`config.mk`:
```
export PLATFORM = sky130hd
export DESIGN_NAME = amwe_ctrl
export DESIGN_NICKNAME = d
export VERILOG_FILES = /design/src/amwe_pkg.sv /design/src/amwe_ctrl.sv
export VERILOG_INCLUDE_DIRS = /design/src
export SDC_FILE = /design/constraint.sdc
export NUM_CORES = 1
export LEC_CHECK = 0
export ABC_AREA = 1
export BUFFER_PORTS_ARGS = -buffer_cell sky130_fd_sc_hd__clkbuf_2
export CELL_PAD_IN_SITES_DETAIL_PLACEMENT = 0
export CELL_PAD_IN_SITES_GLOBAL_PLACEMENT = 1
export CORE_ASPECT_RATIO = 0.8
export CORE_MARGIN = 2
export CORE_UTILIZATION = 40
export CTS_CLUSTER_SIZE = 12
export DETAILED_ROUTE_END_ITERATION = 8
export GPL_TIMING_DRIVEN = 0
export PLACE_DENSITY_LB_ADDON = 0.1
export SETUP_SLACK_MARGIN = 0.02
export SLEW_MARGIN = 20
export SYNTH_ARGS = -nofsm -noshare
export SYNTH_HDL_FRONTEND = slang
export SYNTH_SLANG_ARGS = --single-unit
```
`constraint.sdc`:
```
create_clock -name SYS_CLK -period 6.5 [get_ports SYS_CLK]
set_clock_uncertainty 0.1 [all_clocks]
set_input_delay 0.65 -clock SYS_CLK [delete_from_list [all_inputs] [get_ports SYS_CLK]]
set_output_delay 0.65 -clock SYS_CLK [all_outputs]
set_load 0.02 [all_outputs]
```
`src/amwe_params.svh`:
```
// Register offsets, field positions, reset values and timing counts of the wait and event block
`ifndef AMWE_PARAMS_SVH
`define AMWE_PARAMS_SVH

// Register byte offsets
`define AMWE_OFF_WAIT_CFG      8'h00
`define AMWE_OFF_CS0_CFG       8'h04
`define AMWE_OFF_CS1_CFG       8'h08
`define AMWE_OFF_CS2_CFG       8'h0C
`define AMWE_OFF_CS3_CFG       8'h10
`define AMWE_OFF_EVT_RAW       8'h14
`define AMWE_OFF_EVT_MASKED    8'h18
`define AMWE_OFF_EVT_EN_SET    8'h1C
`define AMWE_OFF_EVT_EN_CLR    8'h20
`define AMWE_OFF_NAND_STATUS   8'h24
`define AMWE_OFF_ACC_CTRL      8'h28
`define AMWE_OFF_ACC_STATUS    8'h2C

// Wait configuration fields
`define AMWE_WCFG_MAX_WAIT_COUNT_LSB     0
`define AMWE_WCFG_POL_BIT      28
`define AMWE_WCFG_RESET        32'h1000_0080

// Chip select timing fields
`define AMWE_CS_RSTB_LSB       0
`define AMWE_CS_RSU_LSB        6
`define AMWE_CS_WSTB_LSB       10
`define AMWE_CS_WSU_LSB        16
`define AMWE_CS_EW_BIT         30
`define AMWE_CS_RESET          32'h0000_0000

// Event bit positions
`define AMWE_EVT_TIMEOUT_BIT   0
`define AMWE_EVT_WRISE_BIT     2

// Access control fields
`define AMWE_ACC_START_BIT     0
`define AMWE_ACC_READ_BIT      1
`define AMWE_ACC_CS_LSB        2
`define AMWE_ACC_DATA_LSB      8

// Least setup plus strobe sum for wait recognition
`define AMWE_MIN_SU_STB        5'h04

`endif

```
`src/amwe_pkg.sv`:
```
// Types of the wait and event block
package amwe_pkg;

  // Access sequencer phases, one-hot
  typedef enum logic [3:0] {
    AMWE_IDLE   = 4'b0001,
    AMWE_SETUP  = 4'b0010,
    AMWE_STROBE = 4'b0100,
    AMWE_HOLD   = 4'b1000
  } amwe_phase_e;

  // Whole state of the block
  typedef struct packed {
    logic [1:0]  wait_sync;
    logic        wait_lvl;
    logic [7:0]  max_wait_count;
    logic        wait_polarity;
    logic [31:0] cs_cfg0;
    logic [31:0] cs_cfg1;
    logic [31:0] cs_cfg2;
    logic [31:0] cs_cfg3;
    logic        wait_rise_raw;
    logic        timeout_raw;
    logic        wait_rise_masked;
    logic        timeout_masked;
    logic        wait_rise_en;
    logic        timeout_en;
    amwe_phase_e phase;
    logic        is_read;
    logic [1:0]  cs_sel;
    logic [5:0]  cnt;
    logic [7:0]  ext_cnt;
    logic        extending;
    logic [7:0]  park_data;
    logic [7:0]  read_data;
    logic        data_oe;
    logic [3:0]  cs_n;
    logic        oe_n;
    logic        we_n;
    logic        irq;
    logic        ack;
    logic [31:0] dat_o;
  } amwe_state_s;

endpackage : amwe_pkg
```
`src/amwe_ctrl.sv`:
```
// Wait handling, bus parking and event logic of the external memory controller
`timescale 1ns/1ps
`include "amwe_params.svh"

// Summary of operation
// - NAND status register shows the current synchronised wait pin level.
// - Every rising edge of the wait pin sets the wait-rise raw event.
// - Wait polarity does not touch the NAND status or wait-rise event.
// - With extended wait enabled, the wait pin is watched during the strobe.
// - Active wait inserts strobe cycles; release resumes at the last strobe cycle.
// - Extension stops at the maximum wait count; then hold starts anyway.
// - Wait still active when the maximum count expires sets the timeout event.
// - Polarity resets to 1; 1 waits on high, 0 waits on low.
// - Idle data bus is driven with the last written value.
// - Bus released only during reads; parking resumes right after the capture.
// - Either reset drops any access and restores all defaults.
// - One interrupt output, raised only by wait-rise and timeout events.
// - Writing 1 to enable-set enables, to enable-clear disables; 0 does nothing.
// - Enable-set and enable-clear both read back the current enable bits.
// - Raw bits always set; masked bits set only when the event is enabled.
// - Writing 1 to a raw bit clears it and its masked bit.
module amwe_ctrl (
  // Clock and resets
  input  wire logic        SYS_CLK,
  input  wire logic        RST,
  input  wire logic        PWR_RST,
  // Wishbone slave
  input  wire logic        WB_CYC_I,
  input  wire logic        WB_STB_I,
  input  wire logic        WB_WE_I,
  input  wire logic [7:0]  WB_ADR_I,
  input  wire logic [3:0]  WB_SEL_I,
  input  wire logic [31:0] WB_DAT_I,
  output logic      [31:0] WB_DAT_O,
  output logic             WB_ACK_O,
  // External memory pins
  input  wire logic        EXT_WAIT_PIN,
  input  wire logic [7:0]  MEM_DATA_I,
  output logic      [7:0]  MEM_DATA_O,
  output logic             MEM_DATA_OE,
  output logic      [3:0]  MEM_CS_N,
  output logic             MEM_OE_N,
  output logic             MEM_WE_N,
  // Interrupt
  output logic             EVT_IRQ
);

  amwe_pkg::amwe_state_s s_r;
  amwe_pkg::amwe_state_s s_nxt;

  logic        any_rst;
  logic        bus_req;
  logic        wr_hit;
  logic [31:0] wmask;
  logic [31:0] wval;
  logic [31:0] cur_cfg;
  logic [5:0]  su_len;
  logic [5:0]  stb_len;
  logic        wait_act;
  logic        wait_rise;
  logic        ext_on;
  logic        ev_timeout;
  logic [31:0] rdata;

  // Both resets act the same way on every flop
  assign any_rst = RST | PWR_RST;

  // Byte lanes from the select lines
  always_comb begin
    for (int i = 0; i < 4; i++) begin
      wmask[i*8 +: 8] = {8{WB_SEL_I[i]}};
    end
  end

  assign bus_req = WB_CYC_I & WB_STB_I & ~s_r.ack;
  assign wr_hit  = bus_req & WB_WE_I;
  assign wval    = WB_DAT_I & wmask;

  // Timing of the chip select in use
  always_comb begin
    unique case (s_r.cs_sel)
      2'd0: cur_cfg = s_r.cs_cfg0;
      2'd1: cur_cfg = s_r.cs_cfg1;
      2'd2: cur_cfg = s_r.cs_cfg2;
      default: cur_cfg = s_r.cs_cfg3;
    endcase
  end

  // Field counts are stored minus one
  always_comb begin
    if (s_r.is_read) begin
      su_len  = {2'b00, cur_cfg[`AMWE_CS_RSU_LSB +: 4]} + 6'd1;
      stb_len = cur_cfg[`AMWE_CS_RSTB_LSB +: 6] + 6'd1;
    end else begin
      su_len  = {2'b00, cur_cfg[`AMWE_CS_WSU_LSB +: 4]} + 6'd1;
      stb_len = cur_cfg[`AMWE_CS_WSTB_LSB +: 6] + 6'd1;
    end
  end

  // Only the second synchroniser stage feeds logic
  assign wait_rise = s_r.wait_sync[1] & ~s_r.wait_lvl;
  // Polarity applies only to strobe stretching and the timeout event
  assign wait_act  = s_r.wait_polarity ? s_r.wait_sync[1] : ~s_r.wait_sync[1];
  assign ext_on    = cur_cfg[`AMWE_CS_EW_BIT];

  // Timeout when the stretch budget is used up with wait still active
  assign ev_timeout = (s_r.phase == amwe_pkg::AMWE_STROBE) & s_r.extending & wait_act
                    & (s_r.ext_cnt >= s_r.max_wait_count);

  // Register read mux
  always_comb begin
    rdata = 32'h0000_0000;
    unique case (WB_ADR_I)
      `AMWE_OFF_WAIT_CFG: begin
        rdata[`AMWE_WCFG_MAX_WAIT_COUNT_LSB +: 8] = s_r.max_wait_count;
        rdata[`AMWE_WCFG_POL_BIT]       = s_r.wait_polarity;
      end
      `AMWE_OFF_CS0_CFG: rdata = s_r.cs_cfg0;
      `AMWE_OFF_CS1_CFG: rdata = s_r.cs_cfg1;
      `AMWE_OFF_CS2_CFG: rdata = s_r.cs_cfg2;
      `AMWE_OFF_CS3_CFG: rdata = s_r.cs_cfg3;
      `AMWE_OFF_EVT_RAW: begin
        rdata[`AMWE_EVT_TIMEOUT_BIT] = s_r.timeout_raw;
        rdata[`AMWE_EVT_WRISE_BIT]   = s_r.wait_rise_raw;
      end
      `AMWE_OFF_EVT_MASKED: begin
        rdata[`AMWE_EVT_TIMEOUT_BIT] = s_r.timeout_masked;
        rdata[`AMWE_EVT_WRISE_BIT]   = s_r.wait_rise_masked;
      end
      `AMWE_OFF_EVT_EN_SET, `AMWE_OFF_EVT_EN_CLR: begin
        rdata[`AMWE_EVT_TIMEOUT_BIT] = s_r.timeout_en;
        rdata[`AMWE_EVT_WRISE_BIT]   = s_r.wait_rise_en;
      end
      `AMWE_OFF_NAND_STATUS: rdata[0] = s_r.wait_lvl;
      `AMWE_OFF_ACC_STATUS: begin
        rdata[0]     = (s_r.phase != amwe_pkg::AMWE_IDLE);
        rdata[8 +: 8] = s_r.read_data;
      end
      default: rdata = 32'h0000_0000;
    endcase
  end

  // Next state
  always_comb begin
    s_nxt = s_r;
    // Pin synchroniser and registered level
    s_nxt.wait_sync = {s_r.wait_sync[0], EXT_WAIT_PIN};
    s_nxt.wait_lvl  = s_r.wait_sync[1];
    s_nxt.ack       = bus_req;
    s_nxt.dat_o     = bus_req ? rdata : 32'h0000_0000;

    // Register writes
    if (wr_hit) begin
      unique case (WB_ADR_I)
        `AMWE_OFF_WAIT_CFG: begin
          if (WB_SEL_I[0]) s_nxt.max_wait_count = WB_DAT_I[`AMWE_WCFG_MAX_WAIT_COUNT_LSB +: 8];
          if (WB_SEL_I[3]) s_nxt.wait_polarity  = WB_DAT_I[`AMWE_WCFG_POL_BIT];
        end
        `AMWE_OFF_CS0_CFG: s_nxt.cs_cfg0 = (s_r.cs_cfg0 & ~wmask) | wval;
        `AMWE_OFF_CS1_CFG: s_nxt.cs_cfg1 = (s_r.cs_cfg1 & ~wmask) | wval;
        `AMWE_OFF_CS2_CFG: s_nxt.cs_cfg2 = (s_r.cs_cfg2 & ~wmask) | wval;
        `AMWE_OFF_CS3_CFG: s_nxt.cs_cfg3 = (s_r.cs_cfg3 & ~wmask) | wval;
        `AMWE_OFF_EVT_RAW: begin
          // Clear raw and masked together
          if (wval[`AMWE_EVT_TIMEOUT_BIT]) begin
            s_nxt.timeout_raw    = 1'b0;
            s_nxt.timeout_masked = 1'b0;
          end
          if (wval[`AMWE_EVT_WRISE_BIT]) begin
            s_nxt.wait_rise_raw    = 1'b0;
            s_nxt.wait_rise_masked = 1'b0;
          end
        end
        `AMWE_OFF_EVT_EN_SET: begin
          if (wval[`AMWE_EVT_TIMEOUT_BIT]) s_nxt.timeout_en = 1'b1;
          if (wval[`AMWE_EVT_WRISE_BIT])   s_nxt.wait_rise_en = 1'b1;
        end
        `AMWE_OFF_EVT_EN_CLR: begin
          if (wval[`AMWE_EVT_TIMEOUT_BIT]) s_nxt.timeout_en = 1'b0;
          if (wval[`AMWE_EVT_WRISE_BIT])   s_nxt.wait_rise_en = 1'b0;
        end
        `AMWE_OFF_ACC_CTRL: begin
          // Start an access only from idle; otherwise ignored
          if (WB_DAT_I[`AMWE_ACC_START_BIT] && s_r.phase == amwe_pkg::AMWE_IDLE) begin
            s_nxt.phase   = amwe_pkg::AMWE_SETUP;
            s_nxt.is_read = WB_DAT_I[`AMWE_ACC_READ_BIT];
            s_nxt.cs_sel  = WB_DAT_I[`AMWE_ACC_CS_LSB +: 2];
            s_nxt.cnt     = 6'd0;
            s_nxt.ext_cnt = 8'd0;
            s_nxt.extending = 1'b0;
            if (!WB_DAT_I[`AMWE_ACC_READ_BIT])
              s_nxt.park_data = WB_DAT_I[`AMWE_ACC_DATA_LSB +: 8];
          end
        end
        default: ;
      endcase
    end

    // Events set after any clear so a simultaneous set wins
    if (wait_rise) begin
      s_nxt.wait_rise_raw = 1'b1;
      if (s_r.wait_rise_en) s_nxt.wait_rise_masked = 1'b1;
    end
    if (ev_timeout) begin
      s_nxt.timeout_raw = 1'b1;
      if (s_r.timeout_en) s_nxt.timeout_masked = 1'b1;
    end

    // Access sequencer
    unique case (s_r.phase)
      amwe_pkg::AMWE_IDLE: ;
      amwe_pkg::AMWE_SETUP: begin
        if (s_r.cnt + 6'd1 >= su_len) begin
          s_nxt.phase = amwe_pkg::AMWE_STROBE;
          s_nxt.cnt   = 6'd0;
        end else begin
          s_nxt.cnt = s_r.cnt + 6'd1;
        end
      end
      amwe_pkg::AMWE_STROBE: begin
        if (s_r.extending) begin
          // Stretch until release or budget spent
          if (!wait_act) begin
            s_nxt.extending = 1'b0;
          end else if (s_r.ext_cnt >= s_r.max_wait_count) begin
            s_nxt.phase = amwe_pkg::AMWE_HOLD;
            s_nxt.cnt   = 6'd0;
            s_nxt.extending = 1'b0;
            // A cut strobe still ends the read with a capture
            if (s_r.is_read) s_nxt.read_data = MEM_DATA_I;
          end else begin
            s_nxt.ext_cnt = s_r.ext_cnt + 8'd1;
          end
        end else if (s_r.cnt + 6'd1 >= stb_len) begin
          // Last programmed strobe cycle
          if (ext_on && wait_act && s_r.ext_cnt == 8'd0) begin
            s_nxt.extending = 1'b1;
          end else begin
            s_nxt.phase = amwe_pkg::AMWE_HOLD;
            s_nxt.cnt   = 6'd0;
            if (s_r.is_read) s_nxt.read_data = MEM_DATA_I;
          end
        end else begin
          s_nxt.cnt = s_r.cnt + 6'd1;
        end
      end
      amwe_pkg::AMWE_HOLD: begin
        s_nxt.phase = amwe_pkg::AMWE_IDLE;
      end
      default: s_nxt.phase = amwe_pkg::AMWE_IDLE;
    endcase

    // Pin outputs follow the next phase
    s_nxt.cs_n = 4'hF;
    s_nxt.oe_n = 1'b1;
    s_nxt.we_n = 1'b1;
    if (s_nxt.phase != amwe_pkg::AMWE_IDLE) s_nxt.cs_n[s_nxt.cs_sel] = 1'b0;
    if (s_nxt.phase == amwe_pkg::AMWE_STROBE) begin
      s_nxt.oe_n = ~s_nxt.is_read;
      s_nxt.we_n = s_nxt.is_read;
    end
    // Bus floats only in setup and strobe of a read; parked otherwise
    s_nxt.data_oe = !(s_nxt.is_read && (s_nxt.phase == amwe_pkg::AMWE_SETUP
                    || s_nxt.phase == amwe_pkg::AMWE_STROBE));

    s_nxt.irq = s_nxt.wait_rise_masked | s_nxt.timeout_masked;
  end

  // State register; both resets abandon any access at once
  always_ff @(posedge SYS_CLK) begin
    if (any_rst) begin
      s_r                <= '0;
      // Synchroniser resets to the high level, so a pin high at reset is no false rise
      s_r.wait_sync      <= 2'b11;
      s_r.wait_lvl       <= 1'b1;
      s_r.max_wait_count <= 8'(`AMWE_WCFG_RESET);
      s_r.wait_polarity  <= 1'b1;
      s_r.cs_cfg0        <= `AMWE_CS_RESET;
      s_r.cs_cfg1        <= `AMWE_CS_RESET;
      s_r.cs_cfg2        <= `AMWE_CS_RESET;
      s_r.cs_cfg3        <= `AMWE_CS_RESET;
      s_r.phase          <= amwe_pkg::AMWE_IDLE;
      s_r.cs_n           <= 4'hF;
      s_r.oe_n           <= 1'b1;
      s_r.we_n           <= 1'b1;
      s_r.data_oe        <= 1'b1;
    end else begin
      s_r <= s_nxt;
    end
  end

  // Outputs straight from flops
  assign WB_DAT_O    = s_r.dat_o;
  assign WB_ACK_O    = s_r.ack;
  assign MEM_DATA_O  = s_r.park_data;
  assign MEM_DATA_OE = s_r.data_oe;
  assign MEM_CS_N    = s_r.cs_n;
  assign MEM_OE_N    = s_r.oe_n;
  assign MEM_WE_N    = s_r.we_n;
  assign EVT_IRQ     = s_r.irq;

endmodule : amwe_ctrl

```
Yosys cells after proc, flatten, opt, wreduce, memory -nomap -nowiden
Index checks and enable logic that the tools add are counted.
{ "classes": {"bitwise_logic": 28, "eq_ne": 27, "n_mux": 60, "n_reduce_logical": 34, "magnitude_cmp": 5, "n_addsub": 6} }
{ "op_table": {"columns": ["cell", "n"], "rows": [
  ["$and 32x32->32", 5],
  ["$or 32x32->32", 4],
  ["$pmux 31 s3", 1],
  ["$mux 8", 9],
  ["$mux 30", 2],
  ["$pmux 12 s4", 1],
  ["$pmux 8 s5", 1],
  ["$mux 36", 1],
  ["$mux 6", 6],
  ["$eq 8x5->1 const B", 4],
  ["$eq 8x6->1 const B", 4],
  ["$not 32->32", 1],
  ["$mux 4", 7],
  ["$pmux 5 s5", 1],
  ["$mux 1", 19],
  ["$add 6x1->6 const B", 3],
  ["$eq 8x4->1 const B", 2],
  ["$logic_not 8->1", 2],
  ["$reduce_bool 2->1", 8],
  ["$mux 14", 1],
  ["$ge 6x6->1", 2],
  ["$pmux 3 s4", 1],
  ["$pmux 4 s3", 1],
  ["$pmux 6 s2", 1],
  ["34 further kinds", 73]
]} }
{ "word_totals": {"output_inout_bits": 49, "register_bits": 225, "word_cells": 189} }

Logic depth before layout (Yosys ltp)
Gate-level depths: netlist of the first run.
{ "logic_depth": {"ltp_word": 13, "depth_mapped": 26, "depth_no_buf": 24} }

Worst setup path before layout of the first run
No wires, ideal clock.
{ "synth_path": {"path_type": "flip-flop to flip-flop", "startpoint": "register s_r[73] in the netlist's numbering", "endpoint": "register s_r[46] in the netlist's numbering", "stages_incl_launch_ff": 27, "n_path_buf": 3, "arrival_ps": 2871, "setup_time_ps": 114, "period_less_slack_ps": 3085, "setup_slack_ps": 3415, "path_cell_list": "dfxtp_1 buf_6 inv_2 nand2_4 buf_6 o22ai_1 a21oi_1 nand3_1 nand2_1 inv_1 ha_1 nand3_1 nor2_1 xor2_1 ha_1 nand2_1 a21oi_1 nor2_1 nand3_1 nand2_2 inv_2 nand2_4 nor2_8 buf_6 nand2_2 nand2_1 nor2_2"} }
{ "synth_via": {"elab_chain_len": 7} }
{ "synth_lines": {"columns": ["item", "line", "text"], "rows": [
  ["from (decl)", "amwe_ctrl.sv:48", "amwe_pkg::amwe_state_s s_r;"],
  ["from (signal assigned)", "amwe_ctrl.sv:288", "s_r <= s_nxt;"],
  ["$eq 2x2->1 (tied with other cells)", "amwe_ctrl.sv:81", "unique case (s_r.cs_sel)"],
  ["$pmux 31 s3 *", "amwe_ctrl.sv:81", null],
  ["$add 6x1->6 (on tied branches)", "amwe_ctrl.sv:96, amwe_ctrl.sv:93", null],
  ["$mux 6", "amwe_ctrl.sv:91", "if (s_r.is_read) begin"],
  ["$ge 6x6->1", "amwe_ctrl.sv:234", "end else if (s_r.cnt + 6'd1 >= stb_len) begin"],
  ["$reduce_bool 2->1 (no source line)", null, null],
  ["$reduce_and 5->1 (no source line) *", null, null]
]} }
Mark *: on every way between the ends. The rest lies on a longest branch, timed or not.
A chain may end at the register's enable or synchronous reset.

Worst setup path after layout of the first run
{ "layout_path": {"startpoint": "register s_r[74] in the netlist's numbering", "endpoint": "register s_r[66] in the netlist's numbering"} }
{ "layout_via": {"elab_chain_len": 5} }
{ "layout_lines": {"columns": ["item", "line", "text"], "rows": [
  ["$mux 6", "amwe_ctrl.sv:91", null],
  ["$ge 6x6->1", "amwe_ctrl.sv:234", null],
  ["$mux 6", "amwe_ctrl.sv:234", null],
  ["$mux 6", "amwe_ctrl.sv:221", "if (s_r.extending) begin"],
  ["$pmux 6 s2 *", "amwe_ctrl.sv:210", "unique case (s_r.phase)"]
]} }
Marked as above.

==> results of run 1 <==
cells by family after synthesis:
| logic type | count (synthesis) | share of synthesized area (%) |
|---|---|---|
| flops | 225 | 41.5 |
| fa+ha+maj | 24 | 2.76 |
| compound gates | 438 | 22.4 |
| xor+xnor | 8 | 0.645 |
| buf+inv | 304 | 12.9 |
| simple gates | 471 | 19.9 |
worst max-delay path: stages, from the launching register on:
cell and delay [ps]:
dfxtp_1 300, buf_2 300, clkbuf_1 530, o21ai_0 190, a211oi_1 560, nor2_1 190
nand4_1 140, nand2_1 70, ha_1 280, a21o_1 180, nor2_1 130, nand2_1 230
inv_1 240, nand2_1 80, nand3_1 90, nand2_1 50, nand2_1 50, nand3_1 60
nand2_1 60, inv_1 30
power by group through the flow:
stage	Clock (mW)	Combinational, mW	Sequential (mW)
6_report	1.43	0.102	1.38
5_1_grt	1.51	0.112	1.38
4_1_cts	1.45	0.102	1.38
3_5_place_dp	0	0.101	1.41
3_3_place_gp	0	0.101	1.41
2_1_floorplan	0	0.0434	1.41
synth_stat cells, drive strengths merged:
cell type / n
xor2: 7
a211oi: 16
a21oi: 181
nand2: 253
o221ai: 5
a21o: 2
dfxtp: 225
nor2: 118
ha: 24
o21a: 3
a41oi: 7
buf: 78
o311ai: 1
a31oi: 5
nand3: 77
o22ai: 26
nand4: 12
o211ai: 6
a221oi: 18
o2111ai: 1
nor3: 8
inv: 195
or2: 2
o21ai: 166
xnor2: 1
clkbuf: 31
nand3b: 1
o211a: 1
how the worst min path moves through the flow:
stage                            start    endpoint  slack (ps)  cells after the start
after CTS                 EXT_WAIT_PIN  s_nxt[224]         210                      2
after global routing      EXT_WAIT_PIN  s_nxt[224]         230                      2
after global placement      s_nxt[224]  s_nxt[222]         320                      1
after detailed placement    s_nxt[224]  s_nxt[222]         310                      1
final                     EXT_WAIT_PIN  s_nxt[224]         220                      2
after floorplan             s_nxt[224]  s_nxt[222]         290                      1
final cells by class:
type | count | area (um2) | share of cell area [%]
clock inverter | 6 | 80.1 | 0.632
sequential | 225 | 4500 | 35.6
timing repair buffer | 107 | 536 | 4.23
tap | 357 | 447 | 3.53
multi-input combinational | 941 | 4960 | 39.2
buffer | 109 | 663 | 5.24
clock buffer | 38 | 734 | 5.80
inverter | 195 | 734 | 5.80
per-stage QoR:
stage               util (%)  instance area, um2  power, mW
floorplan                  -               10900       1.45
global placement        44.8               11800       1.51
detailed placement      44.8               11800       1.51
CTS                     47.9               12700       2.93
global route            47.9               12700       3.00
finish                  47.9               12700       2.91
routing by layer:
metal	track usage [%]	up-vias	wire length [um]	part of all wire, %
met1	38.9	4838	18100	48
met5	0	-	0	0
met3	5.03	53	2960	7.9
met4	7.60	0	1000	2.7
met2	39.1	387	15400	41
li1	-	5137	-	-
==> impl_metrics.tcl, run 1 <==
set metrics [dict create \
    worst_ep_required_time_ps 6820 \
    synth_area_leaders "dfxtp_1, a21oi_1, nand2_1" \
    relSlewSlack_pct 40.8 \
    die_area_um2 28500 \
    groute.usage.overall_pct 26.4 \
    cts_setup_buffers 0 \
    p_comb_share_pct 3.5 \
    cts.sinks 225 \
    finalCriticalPeriod_ps 4000 \
    synth_area_um2 10900 \
    r2r_end "s_r[66]" \
    switchingPower_uw 655 \
    yosysTopAreaCell "dfxtp_1" \
    r2r_slack_ps 2500 \
    first_iter_violations 1043 \
    avgSynthCellArea_um2 7.39 \
    cp_max_fo 10 \
    vias_per_cell 5.27 \
    start_util_pct 41.1 \
    synth-seq-cells 225 \
    layout_common_cells "nand2_1, dfxtp_1, a21oi_1" \
    cts.repair.resized 0 \
    synth_top_area_share_pct 41.5 \
    clockBufferDepth 3 \
    cts_inserted_buffers 25 \
    final_cells 1978 \
    grt_pass1_vias 9653 \
    syn-num-nets 1553 \
    wirelength_um 37500 \
    rsz0062_at_grt "no" \
    ys.warnings.count 0 \
    root_buffer "clkbuf_16" \
    r2r_cells 19 \
    p_per_area_nw_per_um2 230 \
    cp-end-kind "register" \
    fillCellCount 2721 \
    clk_latency_ps 520 \
    numPortBuffers 107 \
    grt_pass1_wl_um 57300 \
    cts_tree "done" \
    htreeDepth 1 \
    endpoint "s_r[66]" \
    hold_path.class "input port to register" \
    vias 10400 \
    clk_pin_slew_ps 60 \
    antenna_left 0 \
    dieWidth_um 188 \
    core_area_um2 26500 \
    startpoint_type "register" \
    cp.arrival_ps 4320 \
    post-dp-hpwl_um 27600 \
    grt_max_degree 13 \
    drive_above_1_share_pct 18.7 \
    area_delta_synth_final_pct 16.5 \
    seqPwrFrac_pct 47.4 \
    gp_congestion 0.909 \
    finalWorstSetupSlack_ps 2500 \
    startpoint "s_r[74]" \
    ir_drop_uv 191 \
    place_ws_ps 2570 \
    core.rowCount 53 \
    fmax_ghz 0.250 \
    io_pins 108 \
    gr-total-overflow 0 \
    wl_per_cell_um 18.9 \
    fin_crit_sh_pct 61.5 \
    dp.cells 1934 \
    die_h_um 151 \
    postCtsHoldBufs 0 \
    hold_violations 0 \
    worstMarginPinSlew_ps 888 \
    clockPowerShare_pct 49.1 \
    maxCapViolCount 0 \
    drt-pass1-iter-count 6 \
    nets 1687 \
    syn_inst 1470 \
    p_int_mw 2.26 \
    path_class "register to register" \
    drc 0 \
    outcome "finished clean" \
    p_leak_nw 5.01 \
    diodes 0 \
    final_common_cell "nand2_1" \
    timing.hold.ws_ps 222 \
    antenna_found_initial 1 \
    swShare_pct 22.5 \
    setup_viol 0 \
    rr_startpoint "s_r[74]" \
    final.setup.tns_ps 0 \
    synth_cell_types 43 \
    ys_seq_area_share_pct 41.5 \
    drv_slew 0 \
]
Power figures use the tool's default switching activity.
==> run 2: changes to the inputs <==
==> constraint.sdc (replaced) <==
create_clock -name SYS_CLK -period 3.92 [get_ports SYS_CLK]
set_clock_uncertainty 0.1 [all_clocks]
set_input_delay 0.392 -clock SYS_CLK [delete_from_list [all_inputs] [get_ports SYS_CLK]]
set_output_delay 0.392 -clock SYS_CLK [all_outputs]
set_load 0.02 [all_outputs]
==> run 2 against run 1 <==
Compared with the run above:
- maximum frequency up 8.3%
- routed wire length grew 0.19%
- combinational power increased by 68%
- count of clock-buffer cells in the layout unchanged
- sequential share of layout area down 0.14 points
- clock power up 66%
- sequential power grew 66%
- critical endpoint is now s_r[46]
- non-clock buffer count rose by 1
- largest cell class unchanged
- total power rose by 66%
- first-iteration DRC count decreased by 8.5%
==> impl_metrics.tcl, run 2 (synthesis results as in run 1) <==
set metrics [dict create \
    outcome "finished clean" \
    diodes 0 \
    drc 0 \
    core_area_um2 26500 \
    gr-total-overflow 0 \
    vias_per_cell 5.28 \
    hold_violations 0 \
    clk_pin_slew_ps 60 \
    dieWidth_um 188 \
    cp_max_fo 10 \
    clockBufferDepth 3 \
    wl_per_cell_um 19.0 \
    nets 1688 \
    gp_congestion 0.909 \
    final_common_cell "nand2_1" \
    area_delta_synth_final_pct 17.1 \
    wirelength_um 37500 \
    core.rowCount 53 \
    dp.cells 1934 \
    maxCapViolCount 0 \
    cp-end-kind "register" \
    clk_latency_ps 520 \
    multiInputGateArea_um2 4970 \
    fin_util_pct 48.1 \
    setup_viol 0 \
    root_buffer "clkbuf_16" \
    htreeDepth 1 \
    p_per_area_nw_per_um2 380 \
    total_power_mw 4.83 \
    fillCellCount 2719 \
    hold_path.class "input port to register" \
    grt_max_degree 13 \
    p_leak_nw 5.04 \
    layout_common_cells "nand2_1, dfxtp_1, a21oi_1" \
    slowest_delay_ps 540 \
    relSlewSlack_pct 41.7 \
    use_met2_pct 39.1 \
    grt_pass1_wl_um 57300 \
    crit_path_frequent_cell "nor2_1" \
    io_pins 108 \
    path_cells "buf_2, clkbuf_2, o21ai_0, a211oi_1, nor2_1, nand4_1, nand2_1, ha_1, a21o_1, nor2_1, nand3_1, nand2_2, inv_2, nand2_4, nor2_8, buf_6, nor2_1, nor2_2" \
    grt_use_met1_pct 38.9 \
    groute.usage.overall_pct 26.4 \
    worst_path_max_delay_cell "a211oi_1" \
    rsz0062_at_grt "no" \
    startpoint_type "register" \
    fin_crit_sh_pct 94.3 \
    drt-pass1-iter-count 6 \
    antenna_left 0 \
    vias 10500 \
    worstMarginPinSlew_ps 875 \
    start_util_pct 41.1 \
    ir_drop_uv 316 \
    die_h_um 151 \
    cts_inserted_buffers 25 \
    antenna_found_initial 1 \
    regArea_um2 4510 \
    top_usage_layer "met2" \
    met3_usage_pct 5.03 \
    first_iter_violations 954 \
    drv_slew 0 \
    cts.sinks 225 \
    drive_above_1_share_pct 19.2 \
    worst_ep_required_time_ps 4230 \
    grt_pass1_vias 9652 \
    post-dp-hpwl_um 27600 \
    numPortBuffers 107 \
    die_area_um2 28500 \
    cp.arrival_ps 4010 \
    path_class "register to register" \
    finalCriticalPeriod_ps 3690 \
    final_cells 1979 \
    fmax_ghz 0.271 \
    cts_tree "done" \
]
run 2: cell count changes in the layout (fill, tap and decap cells not counted), sizes merged:
cell,before,now
buf,78,80
clkbuf,176,174
dlygate4sd3,0,1
run 2: timing repair:
| item | in CTS | in global routing |
|---|---|---|
| hold endpoints to repair | 1 | 0 |
| gates resized for setup | 2 | 13 |
| hold buffers | 1 | 0 |
| endpoints found under the setup margin | 6 | 19 |
| cloned | 0 | 0 |
| pin swaps | 0 | 3 |
| buffers inserted | 0 | 1 |
run 2: stage by stage:
stage          worst slack [ps]  cell area [um2]  TNS (ps)  hold WS [ps]
2_1_floorplan               835            10900         0           293
3_3_place_gp               38.2            11800         0           318
3_5_place_dp              -8.21            11800     -23.7           308
4_1_cts                    42.6            12700         0          37.9
5_1_grt                    15.7            12700         0          60.7
6_report                    225            12700         0          57.4
run 2: layout make-up:
cell class,count,area share (%)
Multi-Input combinational cell,941,39.1
Clock buffer,38,5.77
Inverter,195,5.77
Timing Repair Buffer,109,4.45
Buffer,108,5.32
Clock inverter,6,0.629
Tap cell,357,3.51
Sequential cell,225,35.4
run 2: metal layers:
layer | up-vias | routed length (um)
li1 | 5131 | -
met1 | 4875 | 18000
met2 | 398 | 15500
met3 | 55 | 3070
met4 | 0 | 992
met5 | - | 0
run 2: worst max-delay path: cells and delay by family (launching register included):
family          cells  cell delay, ps
compound gates      3             860
buf+inv             4             870
fa+ha+maj           1             280
flops               1             300
simple gates       10            1150
run 2: final timing paths:
| kind | start | end | cells past startpoint | slack, ps |
|---|---|---|---|---|
| max | s_r[74] | s_r[46] | 18 | 230 |
| min | MEM_DATA_I[4] | s_r[45] | 5 | 60 |
| max reg2reg | s_r[74] | s_r[46] | 18 | 230 |
| min reg2reg | s_nxt[224] | s_nxt[222] | 1 | 320 |
run 2: report_power, final:
group	internal (mW)	switching (mW)
Clock	1.41	0.960
Sequential	2.29	0.000440
Combinational	0.0445	0.127
Total	3.74	1.09
